<file path="src/include/slq_pkg.sv">
// Purpose: Shared constants, types and carriers of the sleep, pin status and liquid block
// Assumes: 10 MHz ref_clk, AXI4-Lite register access with 32-bit data
// Notes:   Printed offsets are word indexes; byte address is four times the index
package slq_pkg;

	// Clock and time bases
	localparam int unsigned CLK_HZ         = 10_000_000;
	localparam int unsigned TICK_MS        = 1;
	localparam int unsigned TICK_CYC       = CLK_HZ / 1000 * TICK_MS;
	localparam int unsigned SLEEP_SHORT_MS = 100;
	localparam int unsigned SLEEP_LONG_MS  = 1200;
	localparam int unsigned SAMPLE_UNIT_MS = 10;
	localparam int unsigned REST_UNIT_MS   = 1000;

	// Register indexes and byte addresses
	localparam logic [7:0]  IDX_SLEEP  = 8'h70;
	localparam logic [7:0]  IDX_PINS   = 8'h72;
	localparam logic [7:0]  IDX_LIQ    = 8'h98;
	localparam logic [11:0] A_SLEEP    = {2'h0, IDX_SLEEP, 2'h0};
	localparam logic [11:0] A_PINS     = {2'h0, IDX_PINS, 2'h0};
	localparam logic [11:0] A_LIQ      = {2'h0, IDX_LIQ, 2'h0};
	localparam logic [11:0] A_IRQ_STAT = 12'h300;
	localparam logic [11:0] A_IRQ_MASK = 12'h304;
	localparam logic [11:0] A_STATE    = 12'h308;

	// Reset values
	localparam logic [7:0]  SLEEP_RST = 8'h01;
	localparam logic [82:0] LIQ_RST   = 83'h0;
	localparam logic [2:0]  IRQ_RST   = 3'h0;

	// Sleep control fields and codes
	localparam int unsigned SC_ALLOW   = 0;
	localparam int unsigned SC_TIME    = 1;
	localparam logic [1:0]  SLP_SHORT  = 2'h1;
	localparam logic [1:0]  SLP_LONG   = 2'h2;

	// Pin status fields
	localparam int unsigned GS_DIR     = 32;
	localparam int unsigned GS_HI_PIN  = 12;

	// Liquid configuration fields
	localparam int unsigned LQ_EN      = 82;
	localparam int unsigned LQ_CORR    = 81;
	localparam int unsigned LQ_STATE   = 80;
	localparam int unsigned LQ_SMP_WET = 76;
	localparam int unsigned LQ_SMP_DRY = 72;
	localparam int unsigned LQ_HI_WET  = 64;
	localparam int unsigned LQ_LO_WET  = 56;
	localparam int unsigned LQ_HI_DRY  = 48;
	localparam int unsigned LQ_LO_DRY  = 40;
	localparam int unsigned LQ_NSMP    = 32;
	localparam int unsigned LQ_SLP_WET = 16;
	localparam int unsigned LQ_SLP_DRY = 0;

	// Interrupt status bits
	localparam int unsigned EV_WET   = 0;
	localparam int unsigned EV_DRY   = 1;
	localparam int unsigned EV_SLEEP = 2;

	// Bus responses
	localparam logic [1:0] RESP_OKAY   = 2'h0;
	localparam logic [1:0] RESP_SLVERR = 2'h2;

	// Liquid detection sequencer states
	typedef enum logic [2:0] {LD_OFF, LD_WAIT, LD_REQ, LD_CHECK, LD_REST} slq_ld_t;

	// Master to slave signals
	typedef struct packed {
		logic        awvalid;
		logic [11:0] awaddr;
		logic        wvalid;
		logic [31:0] wdata;
		logic [3:0]  wstrb;
		logic        bready;
		logic        arvalid;
		logic [11:0] araddr;
		logic        rready;
	} slq_axi_req_t;

	// Slave to master signals
	typedef struct packed {
		logic        awready;
		logic        wready;
		logic        bvalid;
		logic [1:0]  bresp;
		logic        arready;
		logic        rvalid;
		logic [31:0] rdata;
		logic [1:0]  rresp;
	} slq_axi_rsp_t;

endpackage : slq_pkg

</file>
<file path="src/rtl/slq_tick.sv">
// Purpose: Millisecond enable pulse from ref_clk
// Assumes: CYCLES is at least two
// Notes:   One-cycle pulse every CYCLES clocks
`timescale 1ns/1ns
module slq_tick #(
	parameter int unsigned CYCLES = slq_pkg::TICK_CYC
) (
	input  wire logic ref_clk,
	input  wire logic resetn,
	output logic      tick
);

	// Whole state: divider count and pulse
	typedef struct packed {
		logic [15:0] cnt;
		logic        tick;
	} slq_tick_st_t;

	slq_tick_st_t s;      // Registered state
	slq_tick_st_t next_s; // Next state

	////////////////////////////////////////////////////////////////////////////
	// Divider
	always_comb
	begin
		next_s = s;
		next_s.tick = 1'b0;
		// Wrap and pulse on the last count
		if (s.cnt == 16'(CYCLES - 1))
		begin
			next_s.cnt  = 16'h0000;
			next_s.tick = 1'b1;
		end
		else
			next_s.cnt = s.cnt + 16'h0001;
	end

	// State register
	always_ff @(posedge ref_clk or negedge resetn)
	begin
		if (!resetn)
			s <= '0;
		else
			s <= next_s;
	end

	assign tick = s.tick;

endmodule : slq_tick

</file>
<file path="src/rtl/slq_avg.sv">
// Purpose: Averages a power-of-two number of 8-bit samples
// Assumes: Count code zero is taken as one sample
// Notes:   A count that is not a power of two shifts the sum right by its floor log2
`timescale 1ns/1ns
module slq_avg (
	input  wire logic       ref_clk,
	input  wire logic       resetn,
	input  wire logic       clear,
	input  wire logic       smp_valid,
	input  wire logic [7:0] smp,
	input  wire logic [7:0] count,
	output logic            done,
	output logic [7:0]      avg
);

	// Whole state: sum, samples taken, result
	typedef struct packed {
		logic [15:0] acc;
		logic [7:0]  cnt;
		logic        done;
		logic [7:0]  avg;
	} slq_avg_st_t;

	slq_avg_st_t s;      // Registered state
	slq_avg_st_t next_s; // Next state

	// Floor log2 of the sample count
	function automatic logic [3:0] log2f(input logic [7:0] n);
		logic [3:0] r;
		r = 4'h0;
		for (int i = 1; i < 8; i++)
			if (n[i])
				r = 4'(i);
		return r;
	endfunction : log2f

	////////////////////////////////////////////////////////////////////////////
	// Accumulate and divide by shifting
	always_comb
	begin
		logic [15:0] sum;
		logic [7:0]  need;
		sum    = s.acc + {8'h00, smp};
		need   = (count == 8'h00) ? 8'h01 : count;
		next_s = s;
		next_s.done = 1'b0;
		if (clear)
		begin
			next_s.acc = 16'h0000;
			next_s.cnt = 8'h00;
		end
		else if (smp_valid)
		begin
			// Last sample closes the batch and restarts the sum
			if (s.cnt + 8'h01 >= need)
			begin
				next_s.avg  = 8'(sum >> log2f(need));
				next_s.done = 1'b1;
				next_s.acc  = 16'h0000;
				next_s.cnt  = 8'h00;
			end
			else
			begin
				next_s.acc = sum;
				next_s.cnt = s.cnt + 8'h01;
			end
		end
	end

	// State register
	always_ff @(posedge ref_clk or negedge resetn)
	begin
		if (!resetn)
			s <= '0;
		else
			s <= next_s;
	end

	assign done = s.done;
	assign avg  = s.avg;

endmodule : slq_avg

</file>
<file path="src/rtl/slq_regs.sv">
// Purpose: Sleep control, pin status snapshot and liquid detection registers
// Assumes: AXI4-Lite slave, one write and one read outstanding at most
// Notes:   Printed offsets are word indexes; wide registers span consecutive words
//
// How it works
// Sleep code 1 is 100 ms, 2 is 1200 ms
// Allow bit set: sleep after idle delay
// Bits 39..32 show pins configured as outputs
// Bits 7..0 and 12 show high pin levels
// Bit 82 enables liquid detection sequencing
// Mitigation disconnects, disables port, pulls CC down
// Sample intervals in 10 ms, wet and dry
// Wet window from high and low thresholds
// Dry thresholds govern leaving liquid state
// Average a power-of-two sample count
// Rest periods in seconds, wet and dry
// Pin status reserved bits read zero, unwritable
//
// Design decision made here: the AXI4-Lite interface to the registers.
`timescale 1ns/1ns
module slq_regs #(
	parameter int unsigned TICK_CYCLES = slq_pkg::TICK_CYC
) (
	input  wire logic                  ref_clk,
	input  wire logic                  resetn,
	input  wire slq_pkg::slq_axi_req_t axi_req,
	output slq_pkg::slq_axi_rsp_t      axi_rsp,
	input  wire logic                  device_idle,
	input  wire logic [7:0]            gpio_dir,
	input  wire logic [12:0]           gpio_level,
	input  wire logic                  adc_valid,
	input  wire logic [7:0]            adc_data,
	output logic                       adc_req,
	output logic                       sleep_mode,
	output logic                       liquid_present,
	output logic                       port_disconnect,
	output logic                       port_disable,
	output logic                       cc_pulldown,
	output logic                       irq
);

	// Whole state of the block
	typedef struct packed {
		logic            aw_have;   // Write address held
		logic [11:0]     aw_addr;
		logic            w_have;    // Write data held
		logic [31:0]     w_data;
		logic [3:0]      w_strb;
		logic            bvalid;
		logic [1:0]      bresp;
		logic            rvalid;
		logic [31:0]     rdata;
		logic [1:0]      rresp;
		logic [7:0]      sleep_ctl; // Sleep control register
		logic [82:0]     liq_cfg;   // Liquid configuration register
		logic [63:0]     pins;      // Pin status snapshot
		logic [2:0]      irq_stat;
		logic [2:0]      irq_mask;
		logic [10:0]     idle_ms;   // Saturating idle time
		logic            sleeping;
		slq_pkg::slq_ld_t ld;
		logic [9:0]      ms_cnt;    // Milliseconds inside one unit
		logic [15:0]     unit_cnt;  // Units elapsed
		logic            adc_req;
		logic            mitigate;
	} slq_st_t;

	slq_st_t    s;         // Registered state
	slq_st_t    next_s;    // Next state
	logic       tick;      // Millisecond enable
	logic       avg_done;  // Batch average ready
	logic [7:0] avg;       // Batch average
	logic       avg_clear; // Restart averaging
	logic       aw_rdy;
	logic       w_rdy;
	logic       ar_rdy;

	////////////////////////////////////////////////////////////////////////////
	// Helpers

	// Merge write data into a word under byte strobes
	function automatic logic [31:0] merge(input logic [31:0] old, input logic [31:0] d,
		input logic [3:0] strb);
		logic [31:0] r;
		r = old;
		for (int b = 0; b < 4; b++)
			if (strb[b])
				r[8*b +: 8] = d[8*b +: 8];
		return r;
	endfunction : merge

	// Sleep delay in milliseconds for a code, zero when reserved
	function automatic logic [10:0] sleep_limit(input logic [1:0] code);
		logic [10:0] r;
		r = 11'h000;
		if (code == slq_pkg::SLP_SHORT)
			r = 11'(slq_pkg::SLEEP_SHORT_MS);
		else if (code == slq_pkg::SLP_LONG)
			r = 11'(slq_pkg::SLEEP_LONG_MS);
		return r;
	endfunction : sleep_limit

	// Register read decode; bit 32 flags a mapped address
	function automatic logic [32:0] rd_word(input logic [11:0] a, input slq_st_t t);
		logic [32:0] r;
		r = {1'b1, 32'h0000_0000};
		unique case (a)
			slq_pkg::A_SLEEP:          r[7:0]  = t.sleep_ctl;
			slq_pkg::A_PINS:           r[31:0] = t.pins[31:0];
			slq_pkg::A_PINS + 12'h004: r[31:0] = t.pins[63:32];
			slq_pkg::A_LIQ:            r[31:0] = t.liq_cfg[31:0];
			slq_pkg::A_LIQ + 12'h004:  r[31:0] = t.liq_cfg[63:32];
			slq_pkg::A_LIQ + 12'h008:  r[18:0] = t.liq_cfg[82:64];
			slq_pkg::A_IRQ_STAT:       r[2:0]  = t.irq_stat;
			slq_pkg::A_IRQ_MASK:       r[2:0]  = t.irq_mask;
			slq_pkg::A_STATE:          r[2:0]  = {t.mitigate, t.sleeping, t.liq_cfg[80]};
			default:                   r[32]   = 1'b0;
		endcase
		return r;
	endfunction : rd_word

	////////////////////////////////////////////////////////////////////////////
	// Time base and averaging

	slq_tick #(
		.CYCLES (TICK_CYCLES)
	) u_tick (
		.ref_clk (ref_clk),
		.resetn  (resetn),
		.tick    (tick)
	);

	// Disabling detection drops any partial batch
	assign avg_clear = !s.liq_cfg[slq_pkg::LQ_EN];

	slq_avg u_avg (
		.ref_clk   (ref_clk),
		.resetn    (resetn),
		.clear     (avg_clear),
		.smp_valid (adc_valid && s.ld == slq_pkg::LD_REQ),
		.smp       (adc_data),
		.count     (s.liq_cfg[slq_pkg::LQ_NSMP +: 8]),
		.done      (avg_done),
		.avg       (avg)
	);

	////////////////////////////////////////////////////////////////////////////
	// Next-state logic
	always_comb
	begin
		logic [32:0] rd;
		logic [31:0] wd;
		logic [2:0]  ev;
		logic [10:0] lim;
		logic [9:0]  unit_ms;
		logic [15:0] target;
		logic        wet;
		logic        expire;
		logic [7:0]  hi;
		logic [7:0]  lo;
		rd      = rd_word(axi_req.araddr, s);
		wd      = 32'h0000_0000;
		ev      = 3'h0;
		lim     = sleep_limit(s.sleep_ctl[slq_pkg::SC_TIME +: 2]);
		wet     = s.liq_cfg[slq_pkg::LQ_STATE];
		unit_ms = 10'(slq_pkg::SAMPLE_UNIT_MS);
		target  = 16'h0000;
		expire  = 1'b0;
		hi      = 8'h00;
		lo      = 8'h00;
		next_s  = s;
		next_s.adc_req = 1'b0;

		// Channel acceptance; write side stalls while a response waits
		aw_rdy = !s.aw_have && !s.bvalid;
		w_rdy  = !s.w_have && !s.bvalid;
		ar_rdy = !s.rvalid;
		if (axi_req.awvalid && aw_rdy)
		begin
			next_s.aw_have = 1'b1;
			next_s.aw_addr = axi_req.awaddr;
		end
		if (axi_req.wvalid && w_rdy)
		begin
			next_s.w_have = 1'b1;
			next_s.w_data = axi_req.wdata;
			next_s.w_strb = axi_req.wstrb;
		end
		if (s.bvalid && axi_req.bready)
			next_s.bvalid = 1'b0;
		if (s.rvalid && axi_req.rready)
			next_s.rvalid = 1'b0;

		// Read: data captured as the address is taken
		if (axi_req.arvalid && ar_rdy)
		begin
			next_s.rvalid = 1'b1;
			next_s.rdata  = rd[31:0];
			next_s.rresp  = rd[32] ? slq_pkg::RESP_OKAY : slq_pkg::RESP_SLVERR;
		end

		// Write: performed once address and data are both held
		if (s.aw_have && s.w_have)
		begin
			next_s.aw_have = 1'b0;
			next_s.w_have  = 1'b0;
			next_s.bvalid  = 1'b1;
			next_s.bresp   = slq_pkg::RESP_OKAY;
			unique case (s.aw_addr)
				slq_pkg::A_SLEEP:
				begin
					wd = merge({24'h000000, s.sleep_ctl}, s.w_data, s.w_strb);
					next_s.sleep_ctl = wd[7:0];
				end
				slq_pkg::A_PINS, slq_pkg::A_PINS + 12'h004:
					; // Read-only snapshot, write ignored // R12
				slq_pkg::A_LIQ:
					next_s.liq_cfg[31:0] = merge(s.liq_cfg[31:0], s.w_data, s.w_strb);
				slq_pkg::A_LIQ + 12'h004:
					next_s.liq_cfg[63:32] = merge(s.liq_cfg[63:32], s.w_data, s.w_strb);
				slq_pkg::A_LIQ + 12'h008:
				begin
					wd = merge({13'h0000, s.liq_cfg[82:64]}, s.w_data, s.w_strb);
					next_s.liq_cfg[82:64] = wd[18:0];
				end
				slq_pkg::A_IRQ_STAT:
					if (s.w_strb[0])
						next_s.irq_stat = s.irq_stat & ~s.w_data[2:0];
				slq_pkg::A_IRQ_MASK:
					if (s.w_strb[0])
						next_s.irq_mask = s.w_data[2:0];
				slq_pkg::A_STATE:
					; // Read-only state word
				default:
					next_s.bresp = slq_pkg::RESP_SLVERR;
			endcase
		end

		// Pin snapshot; reserved positions stay zero
		next_s.pins = '0;
		next_s.pins[slq_pkg::GS_DIR +: 8] = gpio_dir;
		next_s.pins[7:0] = gpio_level[7:0];
		next_s.pins[slq_pkg::GS_HI_PIN] = gpio_level[12];

		// Idle timer; reserved delay codes never allow sleep
		if (!device_idle || !s.sleep_ctl[slq_pkg::SC_ALLOW] || lim == 11'h000)
		begin
			next_s.idle_ms  = 11'h000;
			next_s.sleeping = 1'b0;
		end
		else
		begin
			if (tick && s.idle_ms < lim)
				next_s.idle_ms = s.idle_ms + 11'h001;
			next_s.sleeping = s.idle_ms >= lim;
			if (!s.sleeping && s.idle_ms >= lim)
				ev[slq_pkg::EV_SLEEP] = 1'b1;
		end

		// Unit timer shared by sample waits and rest periods
		if (s.ld == slq_pkg::LD_WAIT)
			target = {12'h000, s.liq_cfg[(wet ? slq_pkg::LQ_SMP_WET
				: slq_pkg::LQ_SMP_DRY) +: 4]};
		else
		begin
			unit_ms = 10'(slq_pkg::REST_UNIT_MS);
			target  = s.liq_cfg[(wet ? slq_pkg::LQ_SLP_WET : slq_pkg::LQ_SLP_DRY) +: 16];
		end
		expire = s.unit_cnt >= target;
		if (tick && !expire)
		begin
			if (s.ms_cnt == unit_ms - 10'h001)
			begin
				next_s.ms_cnt   = 10'h000;
				next_s.unit_cnt = s.unit_cnt + 16'h0001;
			end
			else
				next_s.ms_cnt = s.ms_cnt + 10'h001;
		end

		// Liquid detection sequencer
		unique case (s.ld)
			slq_pkg::LD_OFF:
				if (s.liq_cfg[slq_pkg::LQ_EN])
				begin
					next_s.ld       = slq_pkg::LD_WAIT;
					next_s.ms_cnt   = 10'h000;
					next_s.unit_cnt = 16'h0000;
				end
			slq_pkg::LD_WAIT:
				if (expire)
				begin
					next_s.ld      = slq_pkg::LD_REQ;
					next_s.adc_req = 1'b1;
				end
			slq_pkg::LD_REQ:
				if (adc_valid)
					next_s.ld = slq_pkg::LD_CHECK;
			slq_pkg::LD_CHECK:
			begin
				next_s.ms_cnt   = 10'h000;
				next_s.unit_cnt = 16'h0000;
				next_s.ld       = slq_pkg::LD_WAIT;
				if (avg_done)
				begin
					next_s.ld = slq_pkg::LD_REST;
					if (!wet)
					begin
						// Enter liquid when the average falls inside the wet window
						hi = s.liq_cfg[slq_pkg::LQ_HI_WET +: 8];
						lo = s.liq_cfg[slq_pkg::LQ_LO_WET +: 8];
						if (avg >= lo && avg <= hi)
						begin
							next_s.liq_cfg[slq_pkg::LQ_STATE] = 1'b1;
							ev[slq_pkg::EV_WET] = 1'b1;
						end
					end
					else
					begin
						// Leave only when outside the wider dry window
						hi = s.liq_cfg[slq_pkg::LQ_HI_DRY +: 8];
						lo = s.liq_cfg[slq_pkg::LQ_LO_DRY +: 8];
						if (avg < lo || avg > hi)
						begin
							next_s.liq_cfg[slq_pkg::LQ_STATE] = 1'b0;
							ev[slq_pkg::EV_DRY] = 1'b1;
						end
					end
				end
			end
			slq_pkg::LD_REST:
				if (expire)
				begin
					next_s.ld       = slq_pkg::LD_WAIT;
					next_s.ms_cnt   = 10'h000;
					next_s.unit_cnt = 16'h0000;
				end
			default:
				next_s.ld = slq_pkg::LD_OFF;
		endcase
		// Disable wins over any step in progress
		if (!s.liq_cfg[slq_pkg::LQ_EN])
			next_s.ld = slq_pkg::LD_OFF;

		// Mitigation only while liquid is seen and both enables are set
		next_s.mitigate = s.liq_cfg[slq_pkg::LQ_EN] && s.liq_cfg[slq_pkg::LQ_CORR]
			&& s.liq_cfg[slq_pkg::LQ_STATE];

		// New events set status after the clear, so set wins
		next_s.irq_stat = next_s.irq_stat | ev;
	end

	////////////////////////////////////////////////////////////////////////////
	// State register
	always_ff @(posedge ref_clk or negedge resetn)
	begin
		if (!resetn)
		begin
			s           <= '0;
			s.sleep_ctl <= slq_pkg::SLEEP_RST;
			s.liq_cfg   <= slq_pkg::LIQ_RST;
			s.irq_stat  <= slq_pkg::IRQ_RST;
			s.irq_mask  <= slq_pkg::IRQ_RST;
			s.ld        <= slq_pkg::LD_OFF;
		end
		else
			s <= next_s;
	end

	////////////////////////////////////////////////////////////////////////////
	// Outputs
	always_comb
	begin
		axi_rsp         = '0;
		axi_rsp.awready = aw_rdy;
		axi_rsp.wready  = w_rdy;
		axi_rsp.bvalid  = s.bvalid;
		axi_rsp.bresp   = s.bresp;
		axi_rsp.arready = ar_rdy;
		axi_rsp.rvalid  = s.rvalid;
		axi_rsp.rdata   = s.rdata;
		axi_rsp.rresp   = s.rresp;
	end

	assign adc_req         = s.adc_req;
	assign sleep_mode      = s.sleeping;
	assign liquid_present  = s.liq_cfg[slq_pkg::LQ_STATE];
	assign port_disconnect = s.mitigate;
	assign port_disable    = s.mitigate;
	assign cc_pulldown     = s.mitigate;
	assign irq             = |(s.irq_stat & s.irq_mask);

endmodule : slq_regs

</file>
<file path="config.mk">
export PLATFORM = sky130hd
export DESIGN_NAME = slq_regs
export DESIGN_NICKNAME = d
export VERILOG_FILES = /design/src/include/slq_pkg.sv /design/src/rtl/slq_tick.sv /design/src/rtl/slq_avg.sv /design/src/rtl/slq_regs.sv
export SDC_FILE = /design/constraint.sdc
export NUM_CORES = 1
export LEC_CHECK = 0
export BUFFER_PORTS_ARGS = -buffer_cell sky130_fd_sc_hd__buf_2
export CORE_ASPECT_RATIO = 1.75
export CORE_MARGIN = 10
export CORE_UTILIZATION = 54
export DETAILED_ROUTE_END_ITERATION = 16
export PLACE_DENSITY = 0.78
export SYNTH_ARGS = -nofsm -noshare
export SYNTH_HDL_FRONTEND = slang
export SYNTH_SLANG_ARGS = --single-unit
</file>
<file path="constraint.sdc">
create_clock -name ref_clk -period 3.5 [get_ports ref_clk]
set_clock_uncertainty 0.05 [all_clocks]
set_input_delay 0 -clock ref_clk [delete_from_list [all_inputs] [get_ports ref_clk]]
set_output_delay 0 -clock ref_clk [all_outputs]
set_load 0.005 [all_outputs]
</file>
==> results of run 1 <==
-- logic make-up (layout without fill, tap and decap cells) --
group                      after synthesis  count (layout)  share of synthesized area [%]
DFF                                    292             292                           46.3
xor gates and xnor gates                51              51                           2.83
other                                    1               2                         0.0238
adders and majority gates               78              78                           6.23
and+or+nand+nor                        421             421                           13.0
AOI/OAI and AO/OA                      319             319                           14.5
muxes                                  166             166                           12.1
buffers and inverters                  169             373                           5.14
-- power groups by stage --
stage	Sequential (mW)	Clock, mW	Combinational [mW]
3_5_place_dp	4.16	0	0.893
2_1_floorplan	3.95	0	0.666
6_report	4.12	3.07	0.981
5_1_grt	4.15	3.24	1.07
3_3_place_gp	4.13	0	0.857
4_1_cts	4.10	3.11	0.964
-- layout by cell type (no fill, tap or decap), types with 7 or more instances in the layout --
cell type and count:
sky130_fd_sc_hd__a222oi_1 12, sky130_fd_sc_hd__nor2_1 83, sky130_fd_sc_hd__o2111ai_1 7, sky130_fd_sc_hd__mux2_2 154, sky130_fd_sc_hd__and2_1 7, sky130_fd_sc_hd__ha_1 77, sky130_fd_sc_hd__a221oi_1 7, sky130_fd_sc_hd__nand3_1 38
sky130_fd_sc_hd__buf_2 138, sky130_fd_sc_hd__mux2i_1 8, sky130_fd_sc_hd__a22o_1 14, sky130_fd_sc_hd__a31oi_1 9, sky130_fd_sc_hd__and3_1 25, sky130_fd_sc_hd__nand2b_1 12, sky130_fd_sc_hd__nand2_1 131, sky130_fd_sc_hd__a21oi_1 38
sky130_fd_sc_hd__dlygate4sd3_1 74, sky130_fd_sc_hd__o31ai_1 7, sky130_fd_sc_hd__o21ai_0 62, sky130_fd_sc_hd__o21a_1 13, sky130_fd_sc_hd__nor2b_1 11, sky130_fd_sc_hd__xor2_1 20, sky130_fd_sc_hd__a2111oi_0 13, sky130_fd_sc_hd__nand4_1 25
sky130_fd_sc_hd__buf_4 39, sky130_fd_sc_hd__a211oi_1 21, sky130_fd_sc_hd__a21o_1 21, sky130_fd_sc_hd__dfrtp_1 291, sky130_fd_sc_hd__xnor2_1 31, sky130_fd_sc_hd__inv_1 69, sky130_fd_sc_hd__nor3_1 44, sky130_fd_sc_hd__clkbuf_16 27
sky130_fd_sc_hd__o211ai_1 9, sky130_fd_sc_hd__a22oi_1 32
-- routing by layer --
layer	part of all wire (%)	routed length [um]	global-route usage (%)	vias up
li1	-	-	-	5815
met1	34	15800	24.9	6359
met2	54	25000	46.8	482
met3	4.4	2040	3.03	189
met4	7.2	3310	16.5	0
met5	0	0	0	-
-- worst max-delay path, stage by stage, from the launching register on --
cell and delay [ps]:
sky130_fd_sc_hd__dfrtp_1 380, sky130_fd_sc_hd__or3b_4 430, sky130_fd_sc_hd__mux4_2 300, sky130_fd_sc_hd__ha_1 270, sky130_fd_sc_hd__nand2b_1 140, sky130_fd_sc_hd__a21o_1 170, sky130_fd_sc_hd__a211o_1 310, sky130_fd_sc_hd__a211o_4 410
sky130_fd_sc_hd__buf_6 160, sky130_fd_sc_hd__a21o_1 200, sky130_fd_sc_hd__or3_1 370, sky130_fd_sc_hd__a21oi_2 140
-- through the flow --
stage	instances	setup TNS [ps]	setup slack, ps	instance area [sq um]	utilization (%)
CTS	2080	0	20.2	18500	64.2
global route	2080	0	0.217	18500	64.4
detailed placement	1958	-40.5	-20.5	16800	58.5
finish	2080	0	108	18500	64.4
global placement	1958	0	15.7	16800	58.5
floorplan	1498	0	8.58	15800	-
-- repair_timing --
item                                    in CTS  in global routing
hold buffers                                74                  0
pin swaps                                    0                  2
endpoints found under the setup margin       3                 26
hold endpoints to repair                   185                  0
gates resized for setup                      4                  9
-- area by class of cell --
class                   count  area share [%]
well taps                 378            2.56
flip-flops and latches    292            39.5
inverters                  69            1.40
repair buffers            256            9.79
clock buffers              35            3.93
multi-input cells        1037            41.8
clock inverters            13           0.954
-- state kept, by name (all words and copies together) (netlist names) --
name / cells
liquid_present: 1
axi_rsp: 36
u_avg.s: 23
u_tick.tick: 1
u_avg.done: 1
u_tick.s: 16
u_avg.avg: 8
cc_pulldown: 1
adc_req: 1
s: 203
sleep_mode: 1
-- worst paths after layout --
path / slack, ps / startpoint / endpoint
max: 110 / s[30]$_DFFE_PN0P_ / s[7]$_DFF_PN0_
min: 20 / gpio_dir[2] / s[83]$_DFF_PN0_
max reg2reg: 110 / s[30]$_DFFE_PN0P_ / s[7]$_DFF_PN0_
min in group asynchronous: 40 / resetn / s[283]$_DFFE_PN0P_
max in group asynchronous: 2390 / resetn / s[19]$_DFF_PN0_
min reg2reg: 420 / u_tick.s[16]$_DFF_PN0_ / u_tick.s[16]$_DFF_PN0_
==> results.cfg, run 1 <==
[status]
run_status = completed

[worst_hold_path]
worst_hold_path.num_cells = 2
timing.hold.worst.class = in -> reg

[sta]
final_period_minus_worst_setup_slack_ps = 3390
slew_violations = 0
fmax_ghz = 0.295
rsz0062_at_grt = no
timing.max_slew.rel_slack_pct = 24.8
worstMarginPinSlew_ps = 1120
fin_crit_sh_pct = 96.9
hold_viol_final = 0
setup-violations-final = 0
whs_ps = 18.7

[synth]
synth_largest_area_cell = sky130_fd_sc_hd__dfrtp_1
synthDominantCellAreaShare_pct = 46.1
synth_flop_cell = sky130_fd_sc_hd__dfrtp_1
synth_enable_flop_cells = 0
synthTopCellsByArea = sky130_fd_sc_hd__dfrtp_1 46%, sky130_fd_sc_hd__mux2_2 11%, sky130_fd_sc_hd__ha_1 6.1%
post_synth_num_cell_types = 78
synth_seq_area_share_pct = 46.3
number_of_instances_in_the_synthesized_netlist = 1497
synth.cell_area_sq_mm = 0.0158
synth-seq-cells = 292
async_reset_ff_share_pct = 100
postSynthAreaPerCell_sq_um = 10.5
synth.top_cells.by_count = 291 x sky130_fd_sc_hd__dfrtp_1, 154 x sky130_fd_sc_hd__mux2_2, 132 x sky130_fd_sc_hd__nand2_1
yosysWarningCount = 0
synth_most_common_cell = sky130_fd_sc_hd__dfrtp_1

[setup_path]
critical_path.max_fanout = 8
cp_data_arrival_time_ps = 3830
critical_path.endpoint_type = register
worst_setup_path_start_kind = register
critPathRequiredTime_ps = 3940
timing.reg2reg.worst_path_depth = 11
type_of_the_setup_path_with_the_least_slack = reg -> reg

[power_and_ir_drop]
pwr-share-clk_pct = 37.6
sequential_power_share_pct = 50.4
p_sw_share_pct = 27.4
p_int_mw = 5.93
pwrdens_mw_per_mm2 = 442
power_frac_comb_pct = 12.0
totalPowerFinal_mw = 8.17
power.ir.vdd_worst_v = 0.000392
leakage_power_figure_nw = 8.51
p_switching_mw = 2.24

[clock_tree]
max-clock-path-buffers = 3
cts_post_setup_buffers_inserted = 0
worstSkewPairLatency_ps = 580
cts_root_buffer = sky130_fd_sc_hd__clkbuf_16
clock_sinks = 292
clock_transition_at_the_registers_of_the_reported_paths_ps = 70
cts-buffers-inserted = 27
cts.htree.levels = 1
cts_tree = built

[finish]
ff_latch_area_sq_mm = 0.00731
diodes = 0
syn2layout_area_growth_pct = 17.1
multiInputGateArea_sq_mm = 0.00773
finalNetCount = 1859
drive_gt1_share_pct = 24.0
layout.filler_cells = 2257

[global_route]
initial_antenna_violation_count = 0
grt-ovfl-total = 0
maximum_number_of_pins_on_one_net_before_global_route_repair = 119
first_pass_grt_wire_length_mm = 73.0
grt_use_total_pct = 24.9
grt_pass1_vias = 13600

[floorplan]
fp-row-count = 82
top_level_ports = 146
core-area_sq_mm = 0.0287
die_width_um = 149
die_h_um = 246
floorplan.initialDensity_pct = 55.0
floorplan.die_area_sq_mm = 0.0367

[placement]
globalplace.congestion = 1.01
dp_hpwl_mm = 33.7
io_buffer_count = 139

[routing]
drtIter0Drc = 755
ant_nets = 0
via_per_instance_ratio = 6.18
remaining_drc_errors = 0
drt_wl_total_mm = 46.1
drt_pass1_iterations = 5
route.detailed.wl_per_inst_um = 22.2
via_count = 12800

[job]
max_cap_violations = 0
(Power assumes the default switching activity.)
==> run 2: changes to the inputs <==
--- a/config.mk
+++ b/config.mk
@@ -8,9 +8,10 @@
 export BUFFER_PORTS_ARGS = -buffer_cell sky130_fd_sc_hd__buf_2
 export CORE_ASPECT_RATIO = 1.75
 export CORE_MARGIN = 10
-export CORE_UTILIZATION = 54
+export CORE_UTILIZATION = 55
 export DETAILED_ROUTE_END_ITERATION = 16
-export PLACE_DENSITY = 0.78
+export PLACE_DENSITY = 0.77
 export SYNTH_ARGS = -nofsm -noshare
 export SYNTH_HDL_FRONTEND = slang
+export SYNTH_HIERARCHICAL = 1
 export SYNTH_SLANG_ARGS = --single-unit
==> constraint.sdc (replaced) <==
create_clock -name ref_clk -period 4.3 [get_ports ref_clk]
set_clock_uncertainty 0.05 [all_clocks]
set_input_delay 0 -clock ref_clk [delete_from_list [all_inputs] [get_ports ref_clk]]
set_output_delay 0 -clock ref_clk [all_outputs]
set_load 0.005 [all_outputs]
==> results.cfg, run 2 <==
[status]
run_status = completed

[setup_path]
worst_setup_path_start_kind = register
crit_path_top_delay_cell = sky130_fd_sc_hd__or3b_2
critical_path.max_fanout = 17
cp_data_arrival_time_ps = 4250
cp_top_family = simple AND/OR/NAND/NOR gates
cp_num_buf_inv = 2
type_of_the_setup_path_with_the_least_slack = reg -> reg
critical_path.endpoint_type = register
crit_path_cell_trace = or3b_2 > mux4_2 > inv_1 > ha_1 > a211o_1 > a31oi_1 > o21a_1 > o41ai_4 > buf_4 > nor2_2 > or3b_1 > a211oi_1
critPathRequiredTime_ps = 4720
critical-path-max-stage-delay_ps = 710

[sta]
hold_viol_final = 0
setup_tns_ps = 0
rsz0062_at_grt = no
timing.max_slew.rel_slack_pct = 17.1
setup-violations-final = 0
worstMarginPinSlew_ps = 1240
fin_crit_sh_pct = 89.1
fmax_ghz = 0.261
final_period_minus_worst_setup_slack_ps = 3830
slew_violations = 0

[clock_tree]
max-clock-path-buffers = 3
cts.htree.levels = 1
cts_tree = built
cts_post_setup_buffers_inserted = 0
clock_sinks = 292
cts_root_buffer = sky130_fd_sc_hd__clkbuf_16
clock_transition_at_the_registers_of_the_reported_paths_ps = 70
cts-buffers-inserted = 28
worstSkewPairLatency_ps = 560

[synth]
synth_flop_cell = sky130_fd_sc_hd__dfrtp_1
async_reset_ff_share_pct = 100
synth.cell_area_sq_mm = 0.0159
synth_largest_area_cell = sky130_fd_sc_hd__dfrtp_1
post_synth_num_cell_types = 91
synth_enable_flop_cells = 0
postSynthAreaPerCell_sq_um = 10.5
synthDominantCellAreaShare_pct = 45.9
synth.top_cells.by_count = 291 x sky130_fd_sc_hd__dfrtp_1, 127 x sky130_fd_sc_hd__nand2_1, 124 x sky130_fd_sc_hd__mux2_2
synthTopCellsByArea = sky130_fd_sc_hd__dfrtp_1 46%, sky130_fd_sc_hd__mux2_2 8.8%, sky130_fd_sc_hd__ha_1 6.1%
number_of_instances_in_the_synthesized_netlist = 1510
yosysWarningCount = 6
synth_most_common_cell = sky130_fd_sc_hd__dfrtp_1
synth_seq_area_share_pct = 46.1
synth-seq-cells = 292

[routing]
remaining_drc_errors = 0
route.detailed.wl_per_inst_um = 20.8
ant_nets = 0
via_per_instance_ratio = 5.99
drtIter0Drc = 797
via_count = 12400
drt_pass1_iterations = 6
drt_wl_total_mm = 42.8

[global_route]
maximum_number_of_pins_on_one_net_before_global_route_repair = 112
grt-ovfl-total = 0
first_pass_grt_wire_length_mm = 68.9
grt_pass1_vias = 12900
grt_use_total_pct = 23.5
initial_antenna_violation_count = 2

[placement]
io_buffer_count = 139
place.detailed.instances = 1934
placedInstanceArea_sq_mm = 0.0165
globalplace.congestion = 0.940
dp_hpwl_mm = 31.2

[floorplan]
die_width_um = 148
floorplan.die_area_sq_mm = 0.0363
die_h_um = 245
core-area_sq_mm = 0.0285
top_level_ports = 146
floorplan.initialDensity_pct = 55.6
fp-row-count = 82

[finish]
mostFrequentLayoutCells = 291 x sky130_fd_sc_hd__dfrtp_1, 138 x sky130_fd_sc_hd__buf_2, 126 x sky130_fd_sc_hd__nand2_1, 124 x sky130_fd_sc_hd__mux2_2, 113 x sky130_fd_sc_hd__nor2_1
largest_register_ff_count = 203
instances_no_fill = 2062
finalNetCount = 1837
drive_gt1_share_pct = 22.3
syn2layout_area_growth_pct = 15.4
registers.top_by_ff_count = s
most_frequent_standard_cell_in_the_layout_excluding_fill_and_tap_cells = sky130_fd_sc_hd__dfrtp_1
fin_area_sq_mm = 0.0183
finish.utilization_pct = 64.2

[worst_hold_path]
timing.hold.worst.class = in -> reg

[power_and_ir_drop]
pwrdens_mw_per_mm2 = 378
leakage_power_figure_nw = 8.27
power.ir.vdd_worst_v = 0.000433

[job]
max_cap_violations = 0
-- run 2: cell count changes in the layout (fill, tap and decap cells not counted), sizes merged, moves of 11 or more --
cell and delta:
a2111oi -13, o21ai +23, a211oi -12, mux2 -30, nor2 +33, buf -27, a222oi +11, a22oi -15
and3 -11
-- run 2: final timing paths --
check,startpoint,end,slack [ps],cells past startpoint
max,s[30]$_DFFE_PN0P_,s[29]$_DFFE_PN0P_,470,12
min in group asynchronous,resetn,axi_rsp[30]$_DFFE_PN0P_,50,2
min,device_idle,s[35]$_DFFE_PN0P_,20,3
max in group asynchronous,resetn,u_avg/s[20]$_DFFE_PN0P_,3050,3
max reg2reg,s[30]$_DFFE_PN0P_,s[29]$_DFFE_PN0P_,470,12
min reg2reg,u_tick/s[16]$_DFF_PN0_,u_tick/s[16]$_DFF_PN0_,420,1
-- run 2: cells by family (layout without fill, tap and decap cells) --
family / after synthesis / after routing / synth area share, %
AO/OA/AOI/OAI: 303 / 303 / 13.7
XOR/XNOR: 56 / 56 / 3.09
adder cells (fa/ha/maj): 78 / 78 / 6.20
buffers and inverters: 174 / 346 / 5.60
flip-flops: 292 / 292 / 46.1
multiplexers: 144 / 144 / 10.5
other: 1 / 3 / 0.0237
AND/OR/NAND/NOR: 462 / 462 / 14.8
-- run 2: timing repair --
item	CTS	global route
gates resized for setup	0	0
hold endpoints to repair	182	0
hold buffers	75	0
-- run 2: where the power goes --
part           switching (mW)  internal, mW  leakage (nW)  total, mW
logic                   0.374         0.422          3.88      0.796
clock network            1.09          1.65         0.494       2.74
registers               0.348          3.02          3.89       3.37
-- run 2: metrics by stage --
stage | power [mW] | setup WS, ps | hold slack [ps]
after floorplan | 3.80 | 915 | -346
after global placement | 4.11 | 568 | 59.7
after detailed placement | 4.15 | 527 | 59.7
after CTS | 6.94 | 483 | 11.8
after global routing | 7.16 | 275 | 43.3
final | 6.91 | 470 | 17.2
-- run 2: layer usage --
| layer | GRT usage (%) | vias up | part of all wire (%) |
|---|---|---|---|
| met5 | 0 | - | 0.030 |
| met4 | 11.4 | 2 | 4.7 |
| met3 | 3.61 | 117 | 4.9 |
| met2 | 42.8 | 414 | 53 |
| met1 | 25.8 | 6090 | 37 |
| li1 | - | 5727 | - |
-- run 2: tightest hold or removal path, delay by kind of cell --
family,cells,cell delay (ps)
compound gates,1,80
simple gates,1,390
buf+inv,1,110
-- run 2: cell type report --
class                   count  area [sq um]
fillers                  2295         10200
repair buffers            230          1590
clock buffers              37           786
multi-input cells        1045          7670
inverters                  64           240
well taps                 378           473
diodes                      1          2.50
clock inverters            15           236
flip-flops and latches    292          7310
==> run 3: changes to the inputs <==
--- a/config.mk
+++ b/config.mk
@@ -10,7 +10,7 @@
 export CORE_MARGIN = 10
 export CORE_UTILIZATION = 55
 export DETAILED_ROUTE_END_ITERATION = 16
-export PLACE_DENSITY = 0.77
+export PLACE_DENSITY = 0.78
 export SYNTH_ARGS = -nofsm -noshare
 export SYNTH_HDL_FRONTEND = slang
 export SYNTH_HIERARCHICAL = 1
==> results.cfg, run 3 (synthesized netlist as in run 2, its figures left out) <==
[floorplan]
die_width_um = 148
core-area_sq_mm = 0.0285
floorplan.initialDensity_pct = 55.6
fp-row-count = 82
top_level_ports = 146
die_h_um = 245
floorplan.die_area_sq_mm = 0.0363

[finish]
finish.utilization_pct = 63.8
registers.top_by_ff_count = s
multiInputGateArea_sq_mm = 0.00767
drive_gt1_share_pct = 22.1
layout.filler_cells = 2292
ff_latch_area_sq_mm = 0.00731
most_frequent_standard_cell_in_the_layout_excluding_fill_and_tap_cells = sky130_fd_sc_hd__dfrtp_1
mostFrequentLayoutCells = 291 x sky130_fd_sc_hd__dfrtp_1, 138 x sky130_fd_sc_hd__buf_2, 126 x sky130_fd_sc_hd__nand2_1, 124 x sky130_fd_sc_hd__mux2_2, 113 x sky130_fd_sc_hd__nor2_1
syn2layout_area_growth_pct = 14.8
fin_area_sq_mm = 0.0182
instances_no_fill = 2054
largest_register_ff_count = 203
finalNetCount = 1831

[global_route]
groute.layer.met3.usage_pct = 3.31
grt_pass1_vias = 12900
grt-ovfl-total = 0
maximum_number_of_pins_on_one_net_before_global_route_repair = 114
globalRoute.busiestLayer = met2
first_pass_grt_wire_length_mm = 68.6
initial_antenna_violation_count = 1
grt_use_total_pct = 23.2
grt_util_met2_pct = 41.7
grtUsageMet1_pct = 25.6

[status]
run_status = completed

[placement]
dp_slack_ps = 551
place.detailed.instances = 1930
placedInstanceArea_sq_mm = 0.0165
dp_hpwl_mm = 31.2
globalplace.congestion = 0.909
io_buffer_count = 139

[routing]
remaining_drc_errors = 0
drtIter0Drc = 921
route.detailed.wl_per_inst_um = 20.8
drt_wl_total_mm = 42.8
drt_pass1_iterations = 7
via_count = 12400
via_per_instance_ratio = 6.05
ant_nets = 0

[power_and_ir_drop]
sequential_power_share_pct = 49.9
power_frac_comb_pct = 11.9
p_switching_mw = 1.79
power.ir.vdd_worst_v = 0.000373
p_sw_share_pct = 26.6
pwr-share-clk_pct = 38.1
p_int_mw = 4.94
leakage_power_figure_nw = 8.22
pwrdens_mw_per_mm2 = 370

[sta]
timing.max_slew.rel_slack_pct = 16.6
setup_slack_ps = 505
hold_viol_final = 0
setup-violations-final = 0
fmax_ghz = 0.264
rsz0062_at_grt = no
slew_violations = 0
setup_tns_ps = 0
final_period_minus_worst_setup_slack_ps = 3790
worstMarginPinSlew_ps = 1240
fin_crit_sh_pct = 88.2

[setup_path]
worst_setup_path_start_kind = register
critical_path.max_fanout = 24
timing.reg2reg.setup_slack_ps = 510
critPathRequiredTime_ps = 4710
critical_path.endpoint_type = register
reg2reg_to = s[29]$_DFFE_PN0P_
timing.reg2reg.worst_path_depth = 12
crit_path_cell_trace = or3b_2 > mux4_2 > inv_1 > ha_1 > a211o_1 > a31oi_1 > o21a_1 > o41ai_4 > buf_4 > nor2_2 > or3b_1 > a211oi_1
endpoint = s[29]$_DFFE_PN0P_
type_of_the_setup_path_with_the_least_slack = reg -> reg
crit_path_top_delay_cell = sky130_fd_sc_hd__or3b_2
cp_data_arrival_time_ps = 4210
critical-path-max-stage-delay_ps = 690
setup.worst_path.start = s[30]$_DFFE_PN0P_
crit-reg2reg-launch = s[30]$_DFFE_PN0P_

[clock_tree]
cts_post_setup_buffers_inserted = 0
max-clock-path-buffers = 3
cts-buffers-inserted = 27
worstSkewPairLatency_ps = 570
cts_tree = built
cts.htree.levels = 1
clock_transition_at_the_registers_of_the_reported_paths_ps = 70
clock_sinks = 292
cts_root_buffer = sky130_fd_sc_hd__clkbuf_16

[job]
max_cap_violations = 0

[worst_hold_path]
timing.hold.worst.class = in -> reg
run 3: layer usage:
layer	share of wire, %	wire [um]
met5	0	0
met2	52	22300
met1	37	15900
met4	5.8	2490
met3	4.9	2120
run 3: worst min path at each step:
stage	start	end	slack [ps]	cells after the start
after floorplan	resetn	adc_req$_DFF_PN0_	-350	0
after global placement	gpio_dir[7]	s[88]$_DFF_PN0_	60	1
after detailed placement	gpio_dir[7]	s[88]$_DFF_PN0_	60	1
after CTS	axi_req[11]	axi_rsp[2]$_DFFE_PN0P_	0.4	6
after global routing	gpio_level[7]	s[56]$_DFF_PN0_	30	2
final	device_idle	s[39]$_DFFE_PN0P_	10	3
run 3: area by class of cell:
cell class | count | area share (%)
multi-input combinational | 1045 | 42.1
sequential | 292 | 40.2
timing repair buffer | 225 | 8.58
clock buffer | 39 | 4.46
tap | 378 | 2.60
inverter | 64 | 1.32
clock inverter | 10 | 0.743
antenna | 1 | 0.0138
run 3: power groups by stage:
stage / sequential, mW / combinational [mW] / clock, mW
5_1_grt: 3.39 / 0.879 / 2.70
3_5_place_dp: 3.40 / 0.753 / 0
4_1_cts: 3.35 / 0.808 / 2.59
3_3_place_gp: 3.38 / 0.723 / 0
2_1_floorplan: 3.24 / 0.563 / 0
6_report: 3.36 / 0.803 / 2.57
run 3: timing repair:
| action | in CTS | in global routing |
|---|---|---|
| hold buffers | 74 | 0 |
| resized for setup | 0 | 0 |
| endpoints found under the hold margin | 184 | 0 |
run 3: through the flow:
stage	hold slack, ps	power [mW]
finish	14.9	6.73
global route	32.6	6.97
CTS	0.396	6.75
detailed placement	59.4	4.15
global placement	60.0	4.10
floorplan	-346	3.80
run 3: worst max-delay path, delay by kind of cell, from the launching register on:
family                   cells  cell delay, ps
buffers and inverters        2             420
AO/OA/AOI/OAI                5             910
multiplexers                 1             480
AND/OR/NAND/NOR              3            1190
adder cells (fa/ha/maj)      1             160
flip-flops                   1             470
